<file path="config.mk">
export PLATFORM = sky130hd
export DESIGN_NAME = pmc_ctrl
export DESIGN_NICKNAME = d
export VERILOG_FILES = /design/src/rtl/pmc_ctrl.v /design/src/rtl/pmc_seg_guard.v
export VERILOG_INCLUDE_DIRS = /design/src /design/src/shared
export SDC_FILE = /design/constraint.sdc
export NUM_CORES = 1
export LEC_CHECK = 0
export ABC_AREA = 1
export BUFFER_PORTS_ARGS = -buffer_cell sky130_fd_sc_hd__clkbuf_2
export CORE_MARGIN = 2
export CORE_UTILIZATION = 35
export CTS_BUF_LIST = sky130_fd_sc_hd__clkbuf_4 sky130_fd_sc_hd__clkbuf_8
export DETAILED_ROUTE_END_ITERATION = 16
export SYNTH_ARGS = -nofsm -noshare
export SYNTH_HDL_FRONTEND = slang
export SYNTH_SLANG_ARGS = --single-unit
</file>
<file path="constraint.sdc">
create_clock -name i_clk -period 3.36 [get_ports i_clk]
set_input_delay 0.336 -clock i_clk [delete_from_list [all_inputs] [get_ports i_clk]]
set_output_delay 0.336 -clock i_clk [all_outputs]
set_load 0.005 [all_outputs]
</file>
<file path="src/shared/pmc_defines.vh">
// Constants for the privilege and mode controller
// -----------------------------------------------------------------
// Function
// RULE_01: Track three levels: top, system, least
// RULE_02: Test still enabled: reset runs test software
// RULE_03: Test disable is permanent across resets; here reset clears fuse_seen_q, so only a blown fuse pin keeps test off
// RULE_04: Post-test reset ends per stored profile
// RULE_05: Top level only for boot and firmware
// RULE_06: Interrupts jump to fixed vector
// RULE_07: Downward call steps one level down
// RULE_08: Upward call steps one level up
// RULE_09: Least level limited to granted rights
// RULE_10: Segment unit guards flash, RAM, ROM
// RULE_11: Watchdog off until enabled; timeout aborts
// RULE_12: Idle and sleep states, sleep stops clock
// RULE_13: Illegal call step raises exception
// -----------------------------------------------------------------
`ifndef PMC_DEFINES_VH
`define PMC_DEFINES_VH

`define PMC_LVL_W 2
`define PMC_LVL_TOP 2'h0
`define PMC_LVL_SYS 2'h1
`define PMC_LVL_LEAST 2'h2

`define PMC_PWR_W 2
`define PMC_PWR_RUN 2'h0
`define PMC_PWR_IDLE 2'h1
`define PMC_PWR_SLEEP 2'h2
`define PMC_PWR_CLKSTOP 2'h3

`define PMC_ADDR_W 16
`define PMC_VEC_BASE 16'h0100
`define PMC_VEC_STEP 3
`define PMC_IRQ_W 3
`define PMC_BOOT_VEC 16'h0000
`define PMC_TEST_VEC 16'h0040

`define PMC_SEG_N 4
`define PMC_SEG_IDX_W 2
`define PMC_SEG_SHIFT 14
`define PMC_RIGHT_W 3
`define PMC_RIGHT_R 0
`define PMC_RIGHT_W_BIT 1
`define PMC_RIGHT_X 2

`define PMC_WDT_W 16
`define PMC_WDT_ZERO 16'h0000
`define PMC_WDT_ONE 16'h0001

`endif

</file>
<file path="src/rtl/pmc_ctrl.v">
// Privilege level, reset mode, vectors, watchdog and power state
`timescale 1ns/1ns
`include "pmc_defines.vh"
module pmc_ctrl (
  input wire i_clk,
  input wire i_rst,
  input wire i_test_fuse_blown,
  input wire i_profile_least,
  input wire i_boot_done,
  input wire i_test_disable,
  input wire i_irq,
  input wire [`PMC_IRQ_W-1:0] i_irq_num,
  input wire i_call_down,
  input wire i_call_up,
  input wire [`PMC_SEG_N*`PMC_RIGHT_W-1:0] i_rights,
  input wire i_rights_wr,
  input wire [`PMC_ADDR_W-1:0] i_mem_addr,
  input wire i_mem_rd,
  input wire i_mem_wr,
  input wire i_mem_ex,
  input wire i_wdt_enable,
  input wire [`PMC_WDT_W-1:0] i_wdt_load,
  input wire i_wdt_kick,
  input wire i_idle_req,
  input wire i_sleep_req,
  input wire i_clkstop_req,
  input wire i_wake,
  output reg [`PMC_LVL_W-1:0] o_level,
  output reg o_test_active,
  output reg o_jump,
  output reg [`PMC_ADDR_W-1:0] o_jump_addr,
  output reg o_call_fault,
  output wire o_access_deny,
  output reg o_wdt_abort,
  output reg [`PMC_PWR_W-1:0] o_pwr_state,
  output reg o_cpu_clk_en
);
  // -----------------------------------------------------------------
  // Pin synchronisers
  // -----------------------------------------------------------------
  reg fuse_s1_q, fuse_s2_q, prof_s1_q, prof_s2_q, wake_s1_q, wake_s2_q;
  always @(posedge i_clk) begin
    fuse_s1_q <= i_test_fuse_blown;
    fuse_s2_q <= fuse_s1_q;
    prof_s1_q <= i_profile_least;
    prof_s2_q <= prof_s1_q;
    wake_s1_q <= i_wake;
    wake_s2_q <= wake_s1_q;
  end

  // -----------------------------------------------------------------
  // Boot sequence and level
  // -----------------------------------------------------------------
  localparam ST_BOOT = 2'h0;
  localparam ST_TEST = 2'h1;
  localparam ST_RUN = 2'h2;
  reg [1:0] st_q;
  reg [`PMC_SEG_N*`PMC_RIGHT_W-1:0] rights_q;
  reg fuse_seen_q;

  always @(posedge i_clk) begin
    if (i_rst) begin
      st_q <= ST_BOOT;
      // RULE_05: reset starts boot at top
      o_level <= `PMC_LVL_TOP;
      o_test_active <= 1'b0;
      o_jump <= 1'b1;
      o_jump_addr <= `PMC_BOOT_VEC;
      o_call_fault <= 1'b0;
      rights_q <= {`PMC_SEG_N*`PMC_RIGHT_W{1'b0}};
      fuse_seen_q <= 1'b0;
    end else begin
      o_jump <= 1'b0;
      o_call_fault <= 1'b0;
      // RULE_03: fuse latches once seen
      if (fuse_s2_q)
        fuse_seen_q <= 1'b1;
      if (i_rights_wr && o_level == `PMC_LVL_SYS)
        rights_q <= i_rights;
      case (st_q)
        ST_BOOT: begin
          if (i_boot_done) begin
            if (!(fuse_s2_q || fuse_seen_q)) begin
              // RULE_02: test software before customer
              st_q <= ST_TEST;
              o_test_active <= 1'b1;
              o_jump <= 1'b1;
              o_jump_addr <= `PMC_TEST_VEC;
            end else begin
              // RULE_04: profile picks exit level
              st_q <= ST_RUN;
              o_level <= prof_s2_q ? `PMC_LVL_LEAST : `PMC_LVL_SYS;
            end
          end
        end
        ST_TEST: begin
          // RULE_03: disable ends test until reset, which clears fuse_seen_q
          if (i_test_disable || fuse_s2_q) begin
            o_test_active <= 1'b0;
            fuse_seen_q <= 1'b1;
          end
        end
        ST_RUN: begin
          // RULE_06: fixed vector on interrupt
          if (i_irq) begin
            o_jump <= 1'b1;
            o_jump_addr <= `PMC_VEC_BASE + ({{(`PMC_ADDR_W-`PMC_IRQ_W){1'b0}}, i_irq_num} << `PMC_VEC_STEP);
          end else if (i_call_down) begin
            // RULE_01: level stays within three
            // RULE_13: no step below least
            if (o_level == `PMC_LVL_LEAST)
              o_call_fault <= 1'b1;
            else
              // RULE_07: one level down
              o_level <= o_level + 2'h1;
          end else if (i_call_up) begin
            // RULE_13: no step above top
            if (o_level == `PMC_LVL_TOP)
              o_call_fault <= 1'b1;
            else
              // RULE_08: one level up
              o_level <= o_level - 2'h1;
          end
        end
        default: st_q <= ST_BOOT;
      endcase
    end
  end

  // -----------------------------------------------------------------
  // Memory guard
  // -----------------------------------------------------------------
  // RULE_10: segment guard instance
  pmc_seg_guard u_guard (
    .i_addr(i_mem_addr),
    .i_rd(i_mem_rd),
    .i_wr(i_mem_wr),
    .i_ex(i_mem_ex),
    .i_least(o_level == `PMC_LVL_LEAST),
    .i_rights(rights_q),
    .o_deny(o_access_deny)
  );

  // -----------------------------------------------------------------
  // Watchdog
  // -----------------------------------------------------------------
  reg wdt_on_q;
  reg [`PMC_WDT_W-1:0] wdt_cnt_q;
  always @(posedge i_clk) begin
    if (i_rst) begin
      // RULE_11: off until software enables
      wdt_on_q <= 1'b0;
      wdt_cnt_q <= `PMC_WDT_ZERO;
      o_wdt_abort <= 1'b0;
    end else begin
      o_wdt_abort <= 1'b0;
      if (i_wdt_enable && !wdt_on_q) begin
        wdt_on_q <= 1'b1;
        wdt_cnt_q <= i_wdt_load;
      end else if (wdt_on_q) begin
        if (i_wdt_kick)
          wdt_cnt_q <= i_wdt_load;
        else if (wdt_cnt_q == `PMC_WDT_ZERO) begin
          // RULE_11: timeout aborts execution
          o_wdt_abort <= 1'b1;
          wdt_cnt_q <= i_wdt_load;
        end else
          wdt_cnt_q <= wdt_cnt_q - `PMC_WDT_ONE;
      end
    end
  end

  // -----------------------------------------------------------------
  // Power states
  // -----------------------------------------------------------------
  // Watchdog keeps running in idle so a stuck idle still aborts
  always @(posedge i_clk) begin
    if (i_rst) begin
      o_pwr_state <= `PMC_PWR_RUN;
      o_cpu_clk_en <= 1'b1;
    end else begin
      case (o_pwr_state)
        `PMC_PWR_RUN: begin
          // RULE_12: enter idle or sleep
          if (i_sleep_req) begin
            o_pwr_state <= i_clkstop_req ? `PMC_PWR_CLKSTOP : `PMC_PWR_SLEEP;
            o_cpu_clk_en <= 1'b0;
          end else if (i_idle_req) begin
            o_pwr_state <= `PMC_PWR_IDLE;
            o_cpu_clk_en <= 1'b0;
          end
        end
        default: begin
          if (wake_s2_q || i_irq || o_wdt_abort) begin
            o_pwr_state <= `PMC_PWR_RUN;
            o_cpu_clk_en <= 1'b1;
          end
        end
      endcase
    end
  end
endmodule // pmc_ctrl

</file>
<file path="src/rtl/pmc_seg_guard.v">
// Per-segment access check for the least privileged level
`timescale 1ns/1ns
`include "pmc_defines.vh"
module pmc_seg_guard (
  input wire [`PMC_ADDR_W-1:0] i_addr,
  input wire i_rd,
  input wire i_wr,
  input wire i_ex,
  input wire i_least,
  input wire [`PMC_SEG_N*`PMC_RIGHT_W-1:0] i_rights,
  output wire o_deny
);
  wire [`PMC_SEG_N-1:0] hit;
  wire [`PMC_SEG_IDX_W-1:0] seg;
  assign seg = i_addr[`PMC_ADDR_W-1:`PMC_SEG_SHIFT];
  genvar g;
  generate
    for (g = 0; g < `PMC_SEG_N; g = g + 1) begin : g_seg
      wire [`PMC_RIGHT_W-1:0] r;
      assign r = i_rights[g*`PMC_RIGHT_W +: `PMC_RIGHT_W];
      // RULE_10: segment rights check
      assign hit[g] = (seg == g) &&
        ((i_rd && !r[`PMC_RIGHT_R]) || (i_wr && !r[`PMC_RIGHT_W_BIT]) || (i_ex && !r[`PMC_RIGHT_X]));
    end
  endgenerate
  // RULE_09: only least level restricted
  assign o_deny = i_least && (|hit);
endmodule // pmc_seg_guard

</file>
# After elaboration in Yosys (flattened, before gate mapping)

Cells that the tools add are included.

Word-level logic and storage cells: 150
Register bits after elaboration: 63
Output and inout bits: 26

Equal/unequal tests: 17
Bitwise logic cells: 3
Multiplexer cells: 45
Reductions and logical operators: 62
$add $sub $neg: 4

Operator list:

| operator                                                              | count |
|---|---|
| 16-bit two-way mux                                                    | 7 |
| 16-bit case mux with 2 select lines                                   | 1 |
| 2-bit two-way mux                                                     | 14 |
| 1-bit logical AND                                                     | 19 |
| 1-bit two-way mux                                                     | 19 |
| 16-bit zero test                                                      | 1 |
| 16-bit by 1-bit subtractor with 16-bit output (second input constant) | 1 |
| 1-bit zero test                                                       | 13 |
| 1-bit logical OR                                                      | 12 |
| 2-bit inequality test (second input constant)                         | 6 |
| 3-bit inequality test (second input constant)                         | 4 |
| 9-bit by 6-bit adder with 10-bit output (first input constant)        | 1 |
| 2-bit == test (second input constant)                                 | 4 |
| 2-bit zero test                                                       | 4 |
| 2-bit case mux with 2 select lines                                    | 2 |
| 4-bit AND reduction                                                   | 2 |
| 2-bit nonzero test                                                    | 4 |
| 4-bit OR reduction                                                    | 2 |
| 7-bit AND reduction                                                   | 1 |
| 2-bit by 1-bit == test with 1-bit output (second input constant)      | 3 |
| 1-bit case mux with 2 select lines                                    | 2 |
| 2-bit AND reduction                                                   | 2 |
| 1-bit inverter                                                        | 3 |
| 3-bit OR reduction                                                    | 1 |
| 3 further kinds                                                       | 3 |

# Logic depth before layout (Yosys ltp)

Gate-level depths: netlist (run 1).

Word-level depth: 7
Depth in mapped cells: 13
Depth with buffers taken out: 12

# Modules after synthesis

A second synthesis (run 1) with hierarchy kept.

Cells, all modules: 441
Area total of the unflattened synthesis: 2831.5 um^2

Modules (own cells, without submodules):

| module        | area an instance (um^2) | seq. area each (um^2) | cells an instance | times used |
|---|---|---|---|---|
| pmc_ctrl      | 2661.3                  | 1041.0                | 397               | 1 |
| pmc_seg_guard | 170.2                   | 0.0                   | 44                | 1 |

# Worst setup path after synthesis (run 1)

No wires, ideal clock.

Kind: reg2reg
Start: reg wdt_cnt_q[0]
End: reg wdt_cnt_q[7]
Stages on the path, launching flop included: 14
Slack: 1.941 ns
Path buffers: 1
Setup time: 0.123 ns
Clock period less this slack: 1.419 ns
Required time: 3.237 ns
Arrival time: 1.296 ns
Cell sequence: dfxtp_1 > inv_1 > ha_1 > inv_1 > nor2_1 > nand2_1 > nor2_4 > nand2_2 > nand2_2 > nor2_2 > buf_6 > nand2_1 > nand3_1 > o21ai_0

Longest elaborated chain between the ends: 5
Elaborated cells between the ends (all ways): 6
Those cells by class: 1 x add/sub; 4 x mux; 1 x reduce/logical

RTL lines:

| what                                                                                        | RTL line       | RTL |
|---|---|---|
| from (decl)                                                                                 | pmc_ctrl.v:148 | `` reg [`PMC_WDT_W-1:0] wdt_cnt_q; `` |
| from (signal assigned)                                                                      | pmc_ctrl.v:153 | `` wdt_cnt_q <= `PMC_WDT_ZERO; `` |
| from (signal assigned)                                                                      | pmc_ctrl.v:159 | `wdt_cnt_q <= i_wdt_load;` |
| from (signal assigned)                                                                      | pmc_ctrl.v:162 | `wdt_cnt_q <= i_wdt_load;` |
| 16-bit by 1-bit subtractor with 16-bit output (no line) or 16-bit zero test (tied branches) | -              |  |
| 16-bit two-way mux (*)                                                                      | pmc_ctrl.v:163 | `` else if (wdt_cnt_q == `PMC_WDT_ZERO) begin `` |
| 16-bit two-way mux (*)                                                                      | pmc_ctrl.v:161 | `if (i_wdt_kick)` |
| 16-bit two-way mux (*)                                                                      | pmc_ctrl.v:160 | `end else if (wdt_on_q) begin` |
| 16-bit two-way mux (*)                                                                      | pmc_ctrl.v:157 | `if (i_wdt_enable && !wdt_on_q) begin` |

Mark *: on every way between the ends. The rest lies on a longest branch, timed or not. The select of a mux whose other input is x is not followed.
A chain may end at the register's enable or synchronous reset.

# Worst setup path in the final report (run 1)

Start: reg wdt_cnt_q[0]
End: reg wdt_cnt_q[0]

The elaborated chain is that of the path after synthesis.

==> results.cfg, run 1 <==
[critical_path]
critPathCaptureType = flop
cp.required_ps = 3550
cp-start-kind = flop
arrival_ps = 1980
rrSetupSlack_ps = 1570
cpMaxStageDelayCell = nor2_2
critical_path_class = flop to flop
crit_chain = inv_1, ha_1, inv_1, nor2_1, nand2_1, nor2_4, nand2_2, nand2_2, nor2_2, nand2_1, nand3_1, o21ai_0
worstPathMaxFanout = 11
critPathMaxStageDelay_ps = 410

[finish]
fin_area_um2 = 3280
drive_above_1_share_pct = 18.4
fillCellCount = 825
nNetsFinal = 557
utilization_pct = 42.5
synthToLayoutAreaGrowth_pct = 17.8
antennaDiodeCount = 0

[clocking]
cts.sinks = 52
cts_buffers = 5
cts.path.max_buffers = 2
clk_pin_slew_worst_paths_ps = 90
cts_root_buffer = clkbuf_8
htree_levels = 2
hold_buffers = 0
post_cts_buffers = 0
cts_tree = built
cts_resized = 0
insertion_delay_ps = 300

[global_route]
grt_pass1_wl_um = 10600
met2_usage_pct = 26.3
use_met3_pct = 3.06
grtUsageMet1_pct = 18.7
gr-total-overflow = 0
grt_max_degree = 20
track_usage_pct = 14.9
antenna_found_initial = 0
grt_pass1_vias = 2498
grt-busiest-layer = met2

[die]
die_x_um = 93.3
rows = 32
die_y_um = 93.3
die_area_um2 = 8700
initial_core_util_pct = 36.1
core_area_um2 = 7730
ioPinCount = 92

[yosys]
synth_top_area_share_pct = 37.3
synth.most_common_cell = nand2_1
ys_seq_area_share_pct = 37.3
synth.area.top_cells = dfxtp_1 37%, nand2_1 12%, nor2_1 8.9%
syn_area_um2 = 2790
yosys_most_used_dff = dfxtp_1
syn_inst = 419
synth_edf_count = 0
yosysWarnings = 0
synthArstFlopShare_pct = 0
synth_seq_cells = 52
synth_top_area_cell = dfxtp_1
synth_common_cells = 89 x nand2_1, 66 x nor2_1, 64 x inv_1
synth.distinct_cells = 31
syn_area_per_cell_um2 = 6.66

[outcome]
outcome = finished clean

[route]
drtIter0Drc = 100
wl_um = 6220
dr.pass1.iters = 4
drt_drc_violations_left = 0
vias = 2639
drt-vias-per-instance = 4.51
wl_per_cell_um = 10.6
final_antenna_net_count = 0

[pwr]
sw_frac_of_total_pct = 32.6
intPower_uw = 1190
pwr-share-clk_pct = 28.2
pwr-share-comb_pct = 29.2
seqPwrFrac_pct = 42.6
p_sw_uw = 577
cellLeakagePower_uw = 0.00164
power_density_nw_per_um2 = 539
ir_worst_vdd_mv = 0.177

[timing]
hold_viol = 0
min_period_over_period_pct = 53.4
relSlewSlack_pct = 35.6
fmax_ghz = 0.557
setup_viol = 0
min_period_ps = 1790
final.setup_skew_ps = 6.04
fin_ws_ps = 1570
drv_slew = 0
setup_tns_ps = 0
grt_setup_unrepaired = false
worst_pin_slew_ps = 962

[place]
globalplace.congestion = 0.869
dp_slack_ps = 1470
dp_hpwl_um = 4810
placed_cell_area_um2 = 3160
port_buffers = 66

[hold_path]
hold_class = input port to flop

[run]
max_cap_viol_count = 0
==> metal layers <==
| layer | vias to the layer above | wire [um] |
|---|---|---|
| li1 | 1411 | - |
| met1 | 1172 | 3040 |
| met2 | 52 | 2810 |
| met3 | 4 | 320 |
| met4 | 0 | 44 |
| met5 | - | 0 |
==> final timing paths <==
| check | end | startpoint | cells past startpoint |
|---|---|---|---|
| max | wdt_cnt_q[0]$_SDFFE_PP0P_ | wdt_cnt_q[0]$_SDFFE_PP0P_ | 12 |
| min | wake_s1_q$_DFF_P_ | i_wake | 1 |
| max reg2reg | wdt_cnt_q[0]$_SDFFE_PP0P_ | wdt_cnt_q[0]$_SDFFE_PP0P_ | 12 |
| min reg2reg | wake_s2_q$_DFF_P_ | wake_s1_q$_DFF_P_ | 0 |
==> sequential cells by signal (all words and copies together) (netlist names) <==
name and cells:
o_level 2, o_pwr_state 2, fuse_s2_q 1, prof_s1_q 1, o_call_fault 1, wake_s2_q 1, rights_q 12, wdt_on_q 1
o_cpu_clk_en 1, wake_s1_q 1, st_q 2, o_test_active 1, fuse_s1_q 1, o_jump_addr 5, o_jump 1, fuse_seen_q 1
o_wdt_abort 1, prof_s2_q 1, wdt_cnt_q 16
==> critical path, delay by kind of cell (launching register included) <==
family	cells	cell delay [ps]
compound gates	1	80
simple gates	8	940
fa+ha+maj	1	200
buf+inv	2	130
flops	1	340
==> final cells by class <==
cell class / count / area (um^2) / area share, %
inverter: 64 / 240 / 7.31
clock buffer: 5 / 68.8 / 2.10
tap: 102 / 128 / 3.89
clock inverter: 2 / 60.1 / 1.83
multi-input combinational: 294 / 1420 / 43.1
sequential: 52 / 1040 / 31.7
timing repair buffer: 66 / 330 / 10.1
==> stage by stage <==
step / cells / power [uW] / hold slack (ps)
after floorplan: 429 / 1160 / 310
after global routing: 585 / 1920 / 117
final: 585 / 1770 / 132
after detailed placement: 578 / 1290 / 320
after global placement: 578 / 1280 / 312
after CTS: 585 / 1790 / 120
==> power groups by stage <==
stage          Combinational, uW  Clock, uW  Sequential, uW
2_1_floorplan                398          0             759
3_3_place_gp                 513          0             767
5_1_grt                      611        541             767
6_report                     517        500             754
4_1_cts                      521        518             755
3_5_place_dp                 518          0             768
==> layout by cell type, fill, tap and decap left out, types with 4 or more instances in the layout <==
cell type  netlist  layout
nand2_1         89      89
nor2_1          66      66
clkbuf_2         0      66
inv_1           64      64
dfxtp_1         52      52
o21ai_0         28      28
nand3_1         25      25
a21oi_1         17      17
conb_1           1      11
ha_1             8       8
o22ai_1          6       6
nor2_2           6       6
xor2_1           6       6
clkbuf_8         0       5
nand2_2          4       4
nor3_1           4       4
o21ai_1          4       4
==> kinds of logic after synthesis <==
group                    Yosys count  share of synthesized area [%]
other                              1                          0.134
buffers and inverters             83                           13.2
AO/OA/AOI/OAI                     64                           12.6
adder cells (fa/ha/maj)            8                           3.59
AND/OR/NAND/NOR                  204                           31.0
XOR/XNOR                           7                           2.20
flip-flops                        52                           37.3
No activity file was read; power rests on OpenSTA's default activity.
==> run 2, diff against run 1 <==
Clock period 3.36 ns to 1.6 ns, I/O delays scaled along.
==> results.cfg, run 2 (same netlist as run 1, synthesis figures left out) <==
[outcome]
outcome = finished clean

[finish]
final_cell_mix = 84 x nand2_1, 65 x clkbuf_2, 63 x nor2_1
antennaDiodeCount = 0
drive_above_1_share_pct = 25.6
stdcell_count = 602
largest_reg_flops = 16
nNetsFinal = 573
mostFrequentLayoutCell = nand2_1
top_regs = wdt_cnt_q: 16 flops, rights_q: 12 flops, o_jump_addr: 5 flops
fin_area_um2 = 3510
synthToLayoutAreaGrowth_pct = 26.0
regMostFlops = wdt_cnt_q
utilization_pct = 45.5

[clocking]
cts_tree = built
cts.path.max_buffers = 2
insertion_delay_ps = 310
clk_pin_slew_worst_paths_ps = 100
htree_levels = 2
cts.sinks = 52
cts_buffers = 5
cts_root_buffer = clkbuf_8

[die]
die_x_um = 93.3
die_area_um2 = 8700
initial_core_util_pct = 36.1
die_y_um = 93.3
ioPinCount = 92
core_area_um2 = 7730
rows = 32

[timing]
final.setup_skew_ps = 8.15
setup_viol = 0
drv_slew = 0
min_period_over_period_pct = 93.6
min_period_ps = 1500
grt_setup_unrepaired = true
holdWs_ps = 69.3
fmax_ghz = 0.668
hold_viol = 0

[global_route]
antenna_found_initial = 0
gr-total-overflow = 0
grt_pass1_vias = 2564
grt_max_degree = 18
track_usage_pct = 15.5
grt_pass1_wl_um = 11000

[critical_path]
cp.required_ps = 1440
arrival_ps = 1340
worstPathMaxFanout = 2
critPathCaptureType = output pin
rr_worst_depth = 13
rrSetupSlack_ps = 110
cp-start-kind = flop
critical_path_class = flop to output pin
r2r_start = wdt_cnt_q[0]$_SDFFE_PP0P_
reg2reg_to = wdt_cnt_q[1]$_SDFFE_PP0P_

[route]
vias = 2722
final_antenna_net_count = 0
drt_drc_violations_left = 0
drt-vias-per-instance = 4.52
wl_per_cell_um = 11.4
dr.pass1.iters = 4
drtIter0Drc = 64
wl_um = 6840

[hold_path]
worstHoldStart = i_irq_num[0]
hold_path_end = o_jump_addr[3]$_SDFFE_PP0P_
holdPathStages = 3
hold_class = input port to flop

[pwr]
ir_worst_vdd_mv = 0.405
power_density_nw_per_um2 = 1070
cellLeakagePower_uw = 0.00173

[place]
placedCellCount = 587
port_buffers = 66
placed_cell_area_um2 = 3220
globalplace.congestion = 0.911
dp_hpwl_um = 5130

[run]
max_cap_viol_count = 0
[run 2: cell count changes in the layout (fill, tap and decap cells not counted), moves of 5 or more]
cell,change
buf_4,+10
nand2_1,-5
dfxtp_2,+5
nand2_2,+5
dfxtp_1,-5
[run 2: timing repair]
item                                   in CTS  in global routing
hold buffers                                3                  0
endpoints found under the hold margin       3                  0
pin swaps                                   4                 13
gates cloned                                0                  1
setup buffers                               0                  3
setup endpoints to repair                   9                 23
gates resized for setup                     8                 34
[run 2: critical path, cell delays in order (launching register included)]
cell,delay (ps)
dfxtp_2,330
or2_4,210
nand4_1,80
o21ai_1,60
nor2_1,90
nor2_1,60
nor2_1,80
buf_2,120
[run 2: power breakdown]
group	internal (uW)	switching, uW
clock network	472	472
logic	502	739
registers	1470	117
total	2450	1330
[run 2: per-stage QoR]
stage	power (uW)	TNS (ps)	setup WS [ps]
6_report	3770	0	103
5_1_grt	4080	-88.0	-58.8
4_1_cts	3720	0	25.0
3_5_place_dp	2740	0	0.340
3_3_place_gp	2720	0	38.0
2_1_floorplan	2430	0	181
[run 2: cell type report]
| type | instances | area [um^2] |
|---|---|---|
| Fill cell | 819 | 4210 |
| Multi-Input combinational cell | 295 | 1520 |
| Sequential cell | 52 | 1050 |
| Timing Repair Buffer | 81 | 458 |
| Inverter | 64 | 243 |
| Tap cell | 102 | 128 |
| Clock buffer | 5 | 68.8 |
| Clock inverter | 3 | 46.3 |
[run 2: routing by layer]
metal	vias to the layer above	global-route usage, %	wire length (um)
met5	-	0	0
met4	0	3.92	72
met3	6	3.22	358
met2	68	28.1	3230
met1	1203	18.5	3180
li1	1445	-	-
[run 2: worst max path at each step]
stage | depth (start not counted) | start | to
finish | 7 | rights_q[4]$_SDFFE_PP0P_ | o_access_deny
floorplan | 13 | wdt_cnt_q[0]$_SDFFE_PP0P_ | wdt_cnt_q[7]$_SDFFE_PP0P_
global placement | 11 | wdt_cnt_q[0]$_SDFFE_PP0P_ | wdt_cnt_q[11]$_SDFFE_PP0P_
CTS | 7 | rights_q[3]$_SDFFE_PP0P_ | o_access_deny
detailed placement | 11 | wdt_cnt_q[0]$_SDFFE_PP0P_ | wdt_cnt_q[11]$_SDFFE_PP0P_
global route | 7 | rights_q[4]$_SDFFE_PP0P_ | o_access_deny
